`config.mk`:
```
export PLATFORM = sky130hd
export DESIGN_NAME = safe_input_speed_monitor
export DESIGN_NICKNAME = d
export VERILOG_FILES = /design/src/shared/speed_monitor_pkg.sv /design/src/shared/channel_meter_if.sv /design/src/rtl/channel_period_meter.sv /design/src/rtl/safe_input_speed_monitor.sv
export SDC_FILE = /design/constraint.sdc
export NUM_CORES = 2
export LEC_CHECK = 0
export BUFFER_PORTS_ARGS = -buffer_cell sky130_fd_sc_hd__buf_2
export CORE_ASPECT_RATIO = 1.75
export CORE_MARGIN = 3
export CORE_UTILIZATION = 30
export DETAILED_ROUTE_END_ITERATION = 12
export SLEW_MARGIN = 20
export SYNTH_ARGS = -nofsm -noshare
export SYNTH_HDL_FRONTEND = slang
export SYNTH_SLANG_ARGS = --single-unit
```
`constraint.sdc`:
```
create_clock -name CLK_SYS -period 3.36 [get_ports CLK_SYS]
set_clock_uncertainty 0.1 [all_clocks]
set_input_delay 0.168 -clock CLK_SYS [delete_from_list [all_inputs] [get_ports CLK_SYS]]
set_output_delay 0.168 -clock CLK_SYS [all_outputs]
set_load 0.05 [all_outputs]
```
`src/shared/speed_monitor_pkg.sv`:
```
// Constants shared by the safe input evaluation and speed measurement logic
package speed_monitor_pkg;
    // ------------------------------------------------------------
    // Clock and time base
    // ------------------------------------------------------------
    localparam int clk_hz             = 200_000_000;
    localparam int clk_period_ns      = 5;
    localparam int self_test_max_us   = 350;
    localparam int self_test_cycles   =
        self_test_max_us * 1000 / clk_period_ns;
    localparam int test_half_us       = 100;
    localparam int test_half_cycles   =
        (test_half_us * 1000 + clk_period_ns - 1) / clk_period_ns;
    localparam int timer_width        = 17;
    localparam int test_cnt_width     = 16;

    // ------------------------------------------------------------
    // Frequency measurement
    // ------------------------------------------------------------
    localparam int freq_width         = 16;
    localparam int period_width       = 27;
    localparam int freq_units_per_hz  = 10;
    localparam int min_freq_hz        = 2;
    localparam int max_freq_hz        = 500;
    localparam logic [31:0] freq_numerator =
        32'(64'(clk_hz) * 64'(freq_units_per_hz));
    localparam logic [period_width-1:0] max_period =
        period_width'(clk_hz / min_freq_hz);
    localparam logic [period_width-1:0] sat_period =
        period_width'(freq_numerator / 32'h0001_0000 + 32'h1);
    localparam logic [freq_width-1:0] overrange_limit =
        freq_width'(max_freq_hz * freq_units_per_hz);
    localparam logic [freq_width-1:0] freq_saturated = 16'hffff;
    localparam logic [3:0] div_last_step = 4'hf;

    // ------------------------------------------------------------
    // Addressing and restore parameters
    // ------------------------------------------------------------
    localparam int addr_width = 12;
    localparam logic [addr_width-1:0] address_min = 12'h001;
    localparam logic [15:0] store_code_reset  = 16'h0000;
    localparam logic [15:0] project_crc_reset = 16'h0000;

    // ------------------------------------------------------------
    // Pair logic modes
    // ------------------------------------------------------------
    localparam logic [1:0] pair_single                  = 2'h0;
    localparam logic [1:0] pair_staggered_test_optical  = 2'h1;
    localparam logic [1:0] pair_any_pulse_optical       = 2'h2;
    localparam logic [1:0] pair_cross_circuit_mat       = 2'h3;
endpackage

```
`src/shared/channel_meter_if.sv`:
```
// Signals between the evaluation core and one channel's period meter
`timescale 1ns/10ps
interface channel_meter_if;
    logic        level;
    logic [15:0] freq;
    logic        update;
    modport meter (input level, output freq, output update);
    modport owner (output level, input freq, input update);
endinterface

```
`src/rtl/channel_period_meter.sv`:
```
// Falling-edge period counter and divider giving frequency in 0.1 Hz
`timescale 1ns/10ps
module channel_period_meter (
    input  wire logic       clk,
    input  wire logic       reset,
    input  wire logic       enable,
    channel_meter_if.meter  ch
);
    typedef enum logic [1:0] {
        st_idle = 2'b01,
        st_div  = 2'b10
    } div_state_type;

    typedef struct packed {
        div_state_type                                  fsm;
        logic                                           prev_level;
        logic                                           armed;
        logic [speed_monitor_pkg::period_width-1:0]     period;
        logic [31:0]                                    rem;
        logic [42:0]                                    dsh;
        logic [15:0]                                    quot;
        logic [3:0]                                     step;
        logic [15:0]                                    freq;
        logic                                           update;
    } meter_state_type;

    meter_state_type s;
    meter_state_type next_s;

    always_comb begin
        next_s        = s;
        next_s.update = 1'b0;
        next_s.prev_level = ch.level;
        // Period saturates one past the 2 Hz limit
        if (s.period <= speed_monitor_pkg::max_period) begin
            next_s.period = s.period + 27'h1;
        end
        if (s.period == speed_monitor_pkg::max_period) begin
            next_s.freq   = 16'h0000;
            next_s.update = 1'b1;
        end
        unique case (s.fsm)
            st_idle: begin
            end
            st_div: begin
                if ({11'h000, s.rem} >= s.dsh) begin
                    next_s.rem  = s.rem - s.dsh[31:0];
                    next_s.quot = {s.quot[14:0], 1'b1};
                end else begin
                    next_s.quot = {s.quot[14:0], 1'b0};
                end
                next_s.dsh  = s.dsh >> 1;
                next_s.step = s.step - 4'h1;
                if (s.step == 4'h0) begin
                    next_s.fsm    = st_idle;
                    next_s.freq   = next_s.quot;
                    next_s.update = 1'b1;
                end
            end
        endcase
        if (s.prev_level && !ch.level) begin
            next_s.armed  = 1'b1;
            next_s.period = 27'h1;
            if (s.armed && s.period <= speed_monitor_pkg::max_period) begin
                if (s.period < speed_monitor_pkg::sat_period) begin
                    next_s.freq   = speed_monitor_pkg::freq_saturated;
                    next_s.update = 1'b1;
                    next_s.fsm    = st_idle;
                end else begin
                    next_s.fsm  = st_div;
                    next_s.rem  = speed_monitor_pkg::freq_numerator;
                    next_s.dsh  = {1'b0, s.period, 15'h0000};
                    next_s.quot = 16'h0000;
                    next_s.step = speed_monitor_pkg::div_last_step;
                end
            end
        end
    end

    always_ff @(posedge clk) begin
        if (reset) begin
            s        <= '0;
            s.fsm    <= st_idle;
            s.period <= speed_monitor_pkg::max_period + 27'h1;
        end else if (enable) begin
            s <= next_s;
        end
    end

    assign ch.freq   = s.freq;
    assign ch.update = s.update;

    a_timeout_zero: assert property (@(posedge clk) disable iff (reset)
        enable && s.period == speed_monitor_pkg::max_period
        && !(s.prev_level && !ch.level) |=> ch.freq == 16'h0000)
        else $error("slow input not reported as zero");

    a_edge_result: assert property (@(posedge clk) disable iff (reset)
        enable && s.prev_level && !ch.level && s.armed
        && s.period <= speed_monitor_pkg::max_period
        && s.period >= speed_monitor_pkg::sat_period
        ##1 (enable && !(s.prev_level && !ch.level)) [*8]
        ##1 (enable && !(s.prev_level && !ch.level)) [*8]
        ##1 enable
        |-> ##[0:2] ch.update)
        else $error("no frequency result after falling edge");
endmodule

```
`src/rtl/safe_input_speed_monitor.sv`:
```
// Eight-channel safe input evaluation with test pulses and speed monitor
`timescale 1ns/10ps
module safe_input_speed_monitor #(
    parameter int SELF_TEST_CYCLES = speed_monitor_pkg::self_test_cycles,
    parameter int TEST_HALF_CYCLES = speed_monitor_pkg::test_half_cycles
) (
    input  wire logic             CLK_SYS,
    input  wire logic             RESET,
    input  wire logic             CLK_EN,
    input  wire logic [7:0]       INPUT_PIN,
    input  wire logic [7:0]       TEST_ENABLE,
    input  wire logic [7:0]       SPEED_MODE,
    input  wire logic [3:0][1:0]  PAIR_MODE,
    input  wire logic [7:0][15:0] VELOCITY_LIMIT,
    input  wire logic             ERROR_ACKNOWLEDGE,
    input  wire logic [11:0]      ADDRESS_SWITCH,
    input  wire logic             ADDRESS_FROM_PARAM,
    input  wire logic [11:0]      ADDRESS_PARAM,
    input  wire logic             RESTORE_LOAD,
    input  wire logic [15:0]      STORE_CODE_IN,
    input  wire logic [15:0]      PROJECT_CRC_IN,
    output logic [7:0]            TEST_OUT,
    output logic [7:0]            SAFE_INPUT,
    output logic [7:0][15:0]      FREQUENCY,
    output logic [7:0]            OVERRANGE,
    output logic [7:0]            TEST_FAULT,
    output logic [11:0]           SAFETY_LINK_ADDRESS,
    output logic                  ADDRESS_VALID,
    output logic [15:0]           STORE_CODE,
    output logic [15:0]           PROJECT_CRC
);
    localparam int tw = speed_monitor_pkg::timer_width;
    localparam int cw = speed_monitor_pkg::test_cnt_width;

    if (SELF_TEST_CYCLES < 1 || SELF_TEST_CYCLES >= (1 << tw)) begin : g_bad1
        $error("SELF_TEST_CYCLES out of range");
    end
    if (TEST_HALF_CYCLES < 4 || TEST_HALF_CYCLES >= (1 << cw)) begin : g_bad2
        $error("TEST_HALF_CYCLES out of range");
    end

    localparam logic [tw-1:0] grace   = tw'(SELF_TEST_CYCLES);
    localparam logic [cw-1:0] half_lc = cw'(TEST_HALF_CYCLES - 1);

    typedef struct packed {
        logic [7:0]          sync1;
        logic [7:0]          sync2;
        logic [7:0]          test_out;
        logic [7:0]          test_bad;
        logic [7:0]          test_fault;
        logic [7:0]          safe;
        logic [7:0]          overrange;
        logic                pattern;
        logic [cw-1:0]       test_cnt;
        logic [3:0][tw-1:0]  pair_timer;
        logic                ack_prev;
        logic [11:0]         address;
        logic                address_valid;
        logic [15:0]         store_code;
        logic [15:0]         project_crc;
    } core_state_type;

    core_state_type s;
    core_state_type next_s;

    // ------------------------------------------------------------
    // Per-channel period meters
    // ------------------------------------------------------------
    channel_meter_if ch [8] ();

    for (genvar i = 0; i < 8; i++) begin : g_chan
        assign ch[i].level = s.sync2[i];
        assign FREQUENCY[i] = ch[i].freq;
        channel_period_meter u_meter (
            .clk    (CLK_SYS),
            .reset  (RESET),
            .enable (CLK_EN),
            .ch     (ch[i])
        );
    end

    logic [7:0][15:0] freq;
    always_comb begin
        for (int i = 0; i < 8; i++) begin
            freq[i] = FREQUENCY[i];
        end
    end

    // ------------------------------------------------------------
    // Decoding helpers
    // ------------------------------------------------------------
    // Equal counts as too fast: a safe stop beats a missed overspeed
    function automatic logic below_limit(input logic [15:0] f,
                                         input logic [15:0] lim);
        below_limit = f < lim;
    endfunction

    // Optical pair: a lone low is a self-test pulse for a short while;
    // both low only gets that grace in the any-pulse mode
    function automatic logic optical_ok(input logic [1:0]    mode,
                                        input logic [tw-1:0] timer,
                                        input logic          la,
                                        input logic          lb);
        logic in_grace;
        in_grace   = timer < grace;
        optical_ok = (la && lb)
            || (in_grace && (la || lb))
            || (in_grace
                && mode == speed_monitor_pkg::pair_any_pulse_optical);
    endfunction

    logic        ack_rise;
    logic [11:0] addr_pick;
    logic        end_half;

    always_comb begin
        logic [1:0] mode;
        logic       la;
        logic       lb;
        logic       pv;
        mode      = 2'h0;
        la        = 1'b0;
        lb        = 1'b0;
        pv        = 1'b0;
        next_s    = s;
        ack_rise  = ERROR_ACKNOWLEDGE && !s.ack_prev;
        end_half  = s.test_cnt == half_lc;
        addr_pick = ADDRESS_FROM_PARAM ? ADDRESS_PARAM : ADDRESS_SWITCH;

        next_s.sync1    = INPUT_PIN;
        next_s.sync2    = s.sync1;
        next_s.ack_prev = ERROR_ACKNOWLEDGE;

        // Link address: a zero selection is refused, last good kept
        next_s.address_valid = addr_pick >= speed_monitor_pkg::address_min;
        if (addr_pick >= speed_monitor_pkg::address_min) begin
            next_s.address = addr_pick;
        end

        if (RESTORE_LOAD) begin
            next_s.store_code  = STORE_CODE_IN;
            next_s.project_crc = PROJECT_CRC_IN;
        end

        // --------------------------------------------------------
        // Test pulse generation and read-back
        // --------------------------------------------------------
        next_s.test_cnt = end_half ? '0 : s.test_cnt + cw'(1);
        if (end_half) begin
            next_s.pattern = !s.pattern;
        end
        for (int i = 0; i < 8; i++) begin
            // Idle test outputs sit high so plain contacts read normally
            next_s.test_out[i] = TEST_ENABLE[i] ? next_s.pattern
                                                : 1'b1;
            if (end_half) begin
                next_s.test_bad[i] = TEST_ENABLE[i]
                    && (s.sync2[i] != s.test_out[i]);
            end
            if (ack_rise) begin
                next_s.test_fault[i] = 1'b0;
            end
            if (next_s.test_bad[i]
                && PAIR_MODE[i/2] != speed_monitor_pkg::pair_cross_circuit_mat
                && !SPEED_MODE[i]) begin
                next_s.test_fault[i] = 1'b1;
            end
        end

        // --------------------------------------------------------
        // Pair and channel evaluation
        // --------------------------------------------------------
        for (int p = 0; p < 4; p++) begin
            mode = PAIR_MODE[p];
            la   = s.sync2[2*p];
            lb   = s.sync2[2*p+1];
            if ((la && lb) || mode == speed_monitor_pkg::pair_single
                || mode == speed_monitor_pkg::pair_cross_circuit_mat) begin
                next_s.pair_timer[p] = '0;
            end else if (s.pair_timer[p] < grace) begin
                next_s.pair_timer[p] = s.pair_timer[p] + tw'(1);
            end
            pv = 1'b0;
            unique case (mode)
                speed_monitor_pkg::pair_single: begin
                end
                speed_monitor_pkg::pair_staggered_test_optical,
                speed_monitor_pkg::pair_any_pulse_optical: begin
                    pv = optical_ok(mode, s.pair_timer[p], la, lb);
                end
                speed_monitor_pkg::pair_cross_circuit_mat: begin
                    // A cross short shows as a read-back mismatch
                    pv = la && lb && !s.test_bad[2*p]
                        && !s.test_bad[2*p+1];
                end
            endcase
            for (int k = 0; k < 2; k++) begin
                if (SPEED_MODE[2*p+k]) begin
                    next_s.safe[2*p+k] =
                        below_limit(freq[2*p+k],
                                    VELOCITY_LIMIT[2*p+k]);
                end else if (mode == speed_monitor_pkg::pair_single) begin
                    next_s.safe[2*p+k] = s.sync2[2*p+k]
                        && !s.test_fault[2*p+k];
                end else begin
                    next_s.safe[2*p+k] = pv;
                end
            end
        end

        // Over-range: a new excess wins over a same-cycle acknowledge
        for (int i = 0; i < 8; i++) begin
            if (ack_rise) begin
                next_s.overrange[i] = 1'b0;
            end
            if (SPEED_MODE[i] && freq[i] > speed_monitor_pkg::overrange_limit)
            begin
                next_s.overrange[i] = 1'b1;
            end
        end
    end

    always_ff @(posedge CLK_SYS) begin
        if (RESET) begin
            s             <= '0;
            s.test_out    <= 8'hff;
            s.safe        <= 8'h00;
            s.store_code  <= speed_monitor_pkg::store_code_reset;
            s.project_crc <= speed_monitor_pkg::project_crc_reset;
        end else if (CLK_EN) begin
            s <= next_s;
        end
    end

    assign TEST_OUT            = s.test_out;
    assign SAFE_INPUT          = s.safe;
    assign OVERRANGE           = s.overrange;
    assign TEST_FAULT          = s.test_fault;
    assign SAFETY_LINK_ADDRESS = s.address;
    assign ADDRESS_VALID       = s.address_valid;
    assign STORE_CODE          = s.store_code;
    assign PROJECT_CRC         = s.project_crc;

    // ------------------------------------------------------------
    // Checks
    // ------------------------------------------------------------
    a_address_nonzero: assert property (@(posedge CLK_SYS)
        disable iff (RESET) ADDRESS_VALID |-> SAFETY_LINK_ADDRESS != 12'h000)
        else $error("valid link address is zero");

    a_test_idle_high: assert property (@(posedge CLK_SYS)
        disable iff (RESET) CLK_EN && !TEST_ENABLE[0] |=> TEST_OUT[0])
        else $error("test output low while test disabled");

    a_restore_zero: assert property (@(posedge CLK_SYS)
        RESET |=> STORE_CODE == 16'h0000 && PROJECT_CRC == 16'h0000)
        else $error("restore parameters not zero after reset");

    a_limit_compare: assert property (@(posedge CLK_SYS)
        disable iff (RESET) CLK_EN && SPEED_MODE[0]
        |=> SAFE_INPUT[0] == ($past(FREQUENCY[0]) < $past(VELOCITY_LIMIT[0])))
        else $error("speed channel result wrong");

    a_staggered_both: assert property (@(posedge CLK_SYS)
        disable iff (RESET) CLK_EN && !SPEED_MODE[6]
        && PAIR_MODE[3] == speed_monitor_pkg::pair_staggered_test_optical
        && !s.sync2[6] && !s.sync2[7] |=> !SAFE_INPUT[6])
        else $error("staggered pair passed simultaneous low");

    a_overrange_set: assert property (@(posedge CLK_SYS)
        disable iff (RESET) CLK_EN && SPEED_MODE[0]
        && FREQUENCY[0] > speed_monitor_pkg::overrange_limit
        ##1 !(ERROR_ACKNOWLEDGE && !s.ack_prev)
        |-> OVERRANGE[0] ##1 OVERRANGE[0])
        else $error("over-range not raised");

    a_ack_clears: assert property (@(posedge CLK_SYS)
        disable iff (RESET) CLK_EN && ERROR_ACKNOWLEDGE && !s.ack_prev
        && !(SPEED_MODE[0]
             && FREQUENCY[0] > speed_monitor_pkg::overrange_limit)
        |=> !OVERRANGE[0])
        else $error("acknowledge edge did not clear diagnostic");
endmodule

```
==> results.cfg <==
[sta]
period_minus_slack_ns = 3.33
maxSlewHeadroom_pct = 28.8
tightest_slew_ns = 1.06
holdWs_ns = 0.0752
rsz0062_at_grt = yes
fin_crit_sh_pct = 99.1
slew_violations = 0
setup_ws_ns = 0.0289
max_freq_ghz = 0.300
finalSetupViolCount = 0
hold_viol = 0

[floorplanning]
core_area_um2 = 236000
fp.dieW_um = 375
rows = 236
die_area_um2 = 244000
initial_core_util_pct = 30.2
die_h_um = 651
io_pins = 427

[hold_path]
hold_end = TEST_OUT[5]
hold_path.class = input port to register
worstHoldStart = TEST_ENABLE[5]
holdPathStages = 5

[global_routing]
grt_usage_pct = 17.4
antenna_found_initial = 7
grt_max_degree = 152
grt_pass1_vias = 66800
overflow = 0
grt_pass1_wl_mm = 351

[power]
sequentialPowerShare_pct = 45.3
p_sw_mw = 9.02
p_per_area_nw_per_um2 = 414
intPower_mw = 26.4
power_switching_share_pct = 25.4
power_frac_clock_pct = 46.4
p_leak_nw = 35.0
peakVddDrop_mv = 0.323
power_frac_comb_pct = 8.3

[cts]
cts.sinks = 1315
htreeDepth = 4
path_clk_slew_ns = 0.07
numCtsBuffers = 146
clk_latency_ns = 0.82
cts_buffer_depth = 4
cts_tree = done
cts_root_buffer = clkbuf_16

[critical_path]
path_cells = or4_4, or4b_4, or4_4, o21ai_4, o2111ai_4, nor4_4, and2b_2, nand4_1, xor2_1, o21ai_1
cp_slowest_stage_delay_ns = 0.54
start_kind = register
critPathArrivalTime_ns = 3.88
crit_family = simple AND/OR/NAND/NOR gates
end_kind = register
crit_slowest_cell = or4_4
path_buf_inv = 0
worstPathMaxFanout = 3
worstSetupPathType = register to register
reg2reg_slack_ns = 0.03
r2r-end = g_chan[3].u_meter.s[136]
rr_worst_depth = 10
regToRegStartpoint = g_chan[3].u_meter.s[124]
required_ns = 3.91
crit_top_cell = or4_4

[synthesis]
synth.most_common_cell = dfxtp_1
synth_top_area_share_pct = 36.9
synth_top_family_by_area = compound AO/OA/AOI/OAI gates
seq_area_frac_synth_pct = 36.9
dominantRegCellSynth = dfxtp_1
ys_async_sr_fraction_pct = 0
synth.net_count = 9388
synth_mux_area_share_pct = 0.991
yosysTopAreaCell = dfxtp_1
yosys_warnings = 0
synth_area_um2 = 71400
post_synth_num_cell_types = 92
avgSynthCellArea_um2 = 8.16
syn_inst = 8749
synth_edf_count = 0
synth_xor_area_share_pct = 5.98
yosys.area_share.simple_pct = 18.0
yosys-top-cells-area = dfxtp_1, ha_1, nor2_1
synth_compound_area_share_pct = 23.1
synthAdderAreaFrac_pct = 7.40
synth.top_cells.by_count = dfxtp_1, nor2_1, o21ai_0, inv_1, a21oi_1
synth-seq-cells = 1315

[layout]
layout-drive-gt1-share_pct = 14.3
fin_nets = 9920
area_growth_pct = 20.0
nFillCells = 24200

[placement]
portBuffers = 426
dpl.hpwl_mm = 161
gp_congestion = 0.909
post-place-ws_ns = -0.262

[route]
via_per_inst = 5.32
first_iter_violations = 3616
dr.pass1.iters = 6
postRouteAntennaNets = 0
wl_per_cell_um = 17.9
via_count = 66400
postRouteWirelength_mm = 224
post-route-drc-count = 0

[run]
cap_violations = 0

[run_status]
status = finished clean
[cell type report]
type | count | area (µm²) | area share [%]
clock buffer | 199 | 4150 | 4.84
clock inverter | 49 | 647 | 0.755
timing repair buffer | 1084 | 8100 | 9.45
inverter | 522 | 1970 | 2.30
sequential | 1315 | 26300 | 30.7
tap | 3094 | 3870 | 4.52
antenna | 6 | 15.0 | 0.0175
multi-input combinational | 6212 | 40600 | 47.4
[worst max-delay path by stage]
stage | start | endpoint | cells past startpoint
2_1_floorplan | g_chan[3].u_meter.s[38] | g_chan[3].u_meter.s[88] | 13
3_3_place_gp | g_chan[5].u_meter.s[38] | g_chan[5].u_meter.s[97] | 14
5_1_grt | g_chan[3].u_meter.s[124] | g_chan[3].u_meter.s[136] | 10
4_1_cts | g_chan[5].u_meter.s[38] | g_chan[5].u_meter.s[81] | 14
3_5_place_dp | g_chan[5].u_meter.s[38] | g_chan[5].u_meter.s[94] | 14
6_report | g_chan[3].u_meter.s[124] | g_chan[3].u_meter.s[136] | 10
[routing by layer]
| metal | GRT usage [%] | routed length, µm |
|---|---|---|
| met5 | 0 | 0 |
| met4 | 7.69 | 9880 |
| met3 | 3.15 | 12500 |
| met2 | 31.8 | 112000 |
| met1 | 19.5 | 88900 |
[placed cells by master, fill, tap and decap left out, types with 26 or more instances in the layout]
master,instances
buf_12,36
clkbuf_16,150
clkinv_2,26
buf_4,418
o21bai_1,34
xnor2_1,228
inv_1,518
o31ai_1,34
dfxtp_1,1309
clkbuf_1,26
mux2i_1,65
xor2_1,259
a211oi_1,110
and2_1,47
nand2b_1,61
o21ai_0,635
o21ai_1,32
ha_1,404
nor3_1,229
and3_1,89
a31oi_1,47
a21oi_1,496
nand4_1,89
o21a_1,39
nor2_1,1003
nor4_1,78
buf_2,424
nand3_1,350
a22oi_1,266
nor2b_1,70
a22o_1,84
nand2_1,493
a21o_1,204
or3_1,46
dlygate4sd3_1,188
a221oi_1,223
[state kept, by name (all words and copies together), names as in the netlist]
name / cells
SAFE_INPUT: 8
g_chan.u_meter.s: 1000
OVERRANGE: 8
next_s: 8
s: 94
TEST_FAULT: 8
ch.level: 8
g_chan.u_meter.ch.freq: 128
SAFETY_LINK_ADDRESS: 12
TEST_OUT: 8
PROJECT_CRC: 16
ADDRESS_VALID: 1
STORE_CODE: 16
[power by group through the flow]
stage | sequential [mW] | combinational [mW] | clock (mW)
after floorplan | 16.3 | 1.92 | 0
after detailed placement | 16.4 | 2.71 | 0
after global routing | 16.1 | 3.19 | 17.5
after CTS | 16.1 | 2.90 | 17.0
after global placement | 16.4 | 2.66 | 0
final | 16.1 | 2.95 | 16.5
[cell families after synthesis]
group                    after synthesis
AND/OR/NAND/NOR                     2742
AO/OA/AOI/OAI                       2496
flip-flops                          1315
buffers and inverters               1222
XOR/XNOR                             487
adder cells (fa/ha/maj)              417
multiplexers                          70
[metrics by stage]
step	TNS [ns]	std cells	instance area (µm²)	util, %	power (mW)
after floorplan	0	8749	71400	-	18.2
after global placement	-11.77	12000	77800	32.9	19.1
after detailed placement	-16.06	12000	77800	32.9	19.1
after CTS	-0.000309	12500	84700	35.8	36.0
after global routing	-0.535	12500	85600	36.2	36.8
final	0	12500	85600	36.3	35.5
[worst register-to-register path, stage by stage (launching register included)]
cell       delay, ns
dfxtp_2         0.32
or4_4           0.54
or4b_4          0.52
or4_4           0.54
o21ai_4         0.12
o2111ai_4       0.18
nor4_4          0.33
and2b_2         0.24
nand4_1         0.10
xor2_1          0.15
o21ai_1         0.07
[repair_timing]
item | CTS | global route
resized for setup | 42 | 178
gates cloned | 0 | 5
hold buffers | 188 | 0
pin swaps | 3 | 68
setup endpoints to repair | 212 | 623
buffers inserted | 3 | 20
hold endpoints to repair | 348 | 0
No activity file was read; power rests on OpenSTA's default activity.
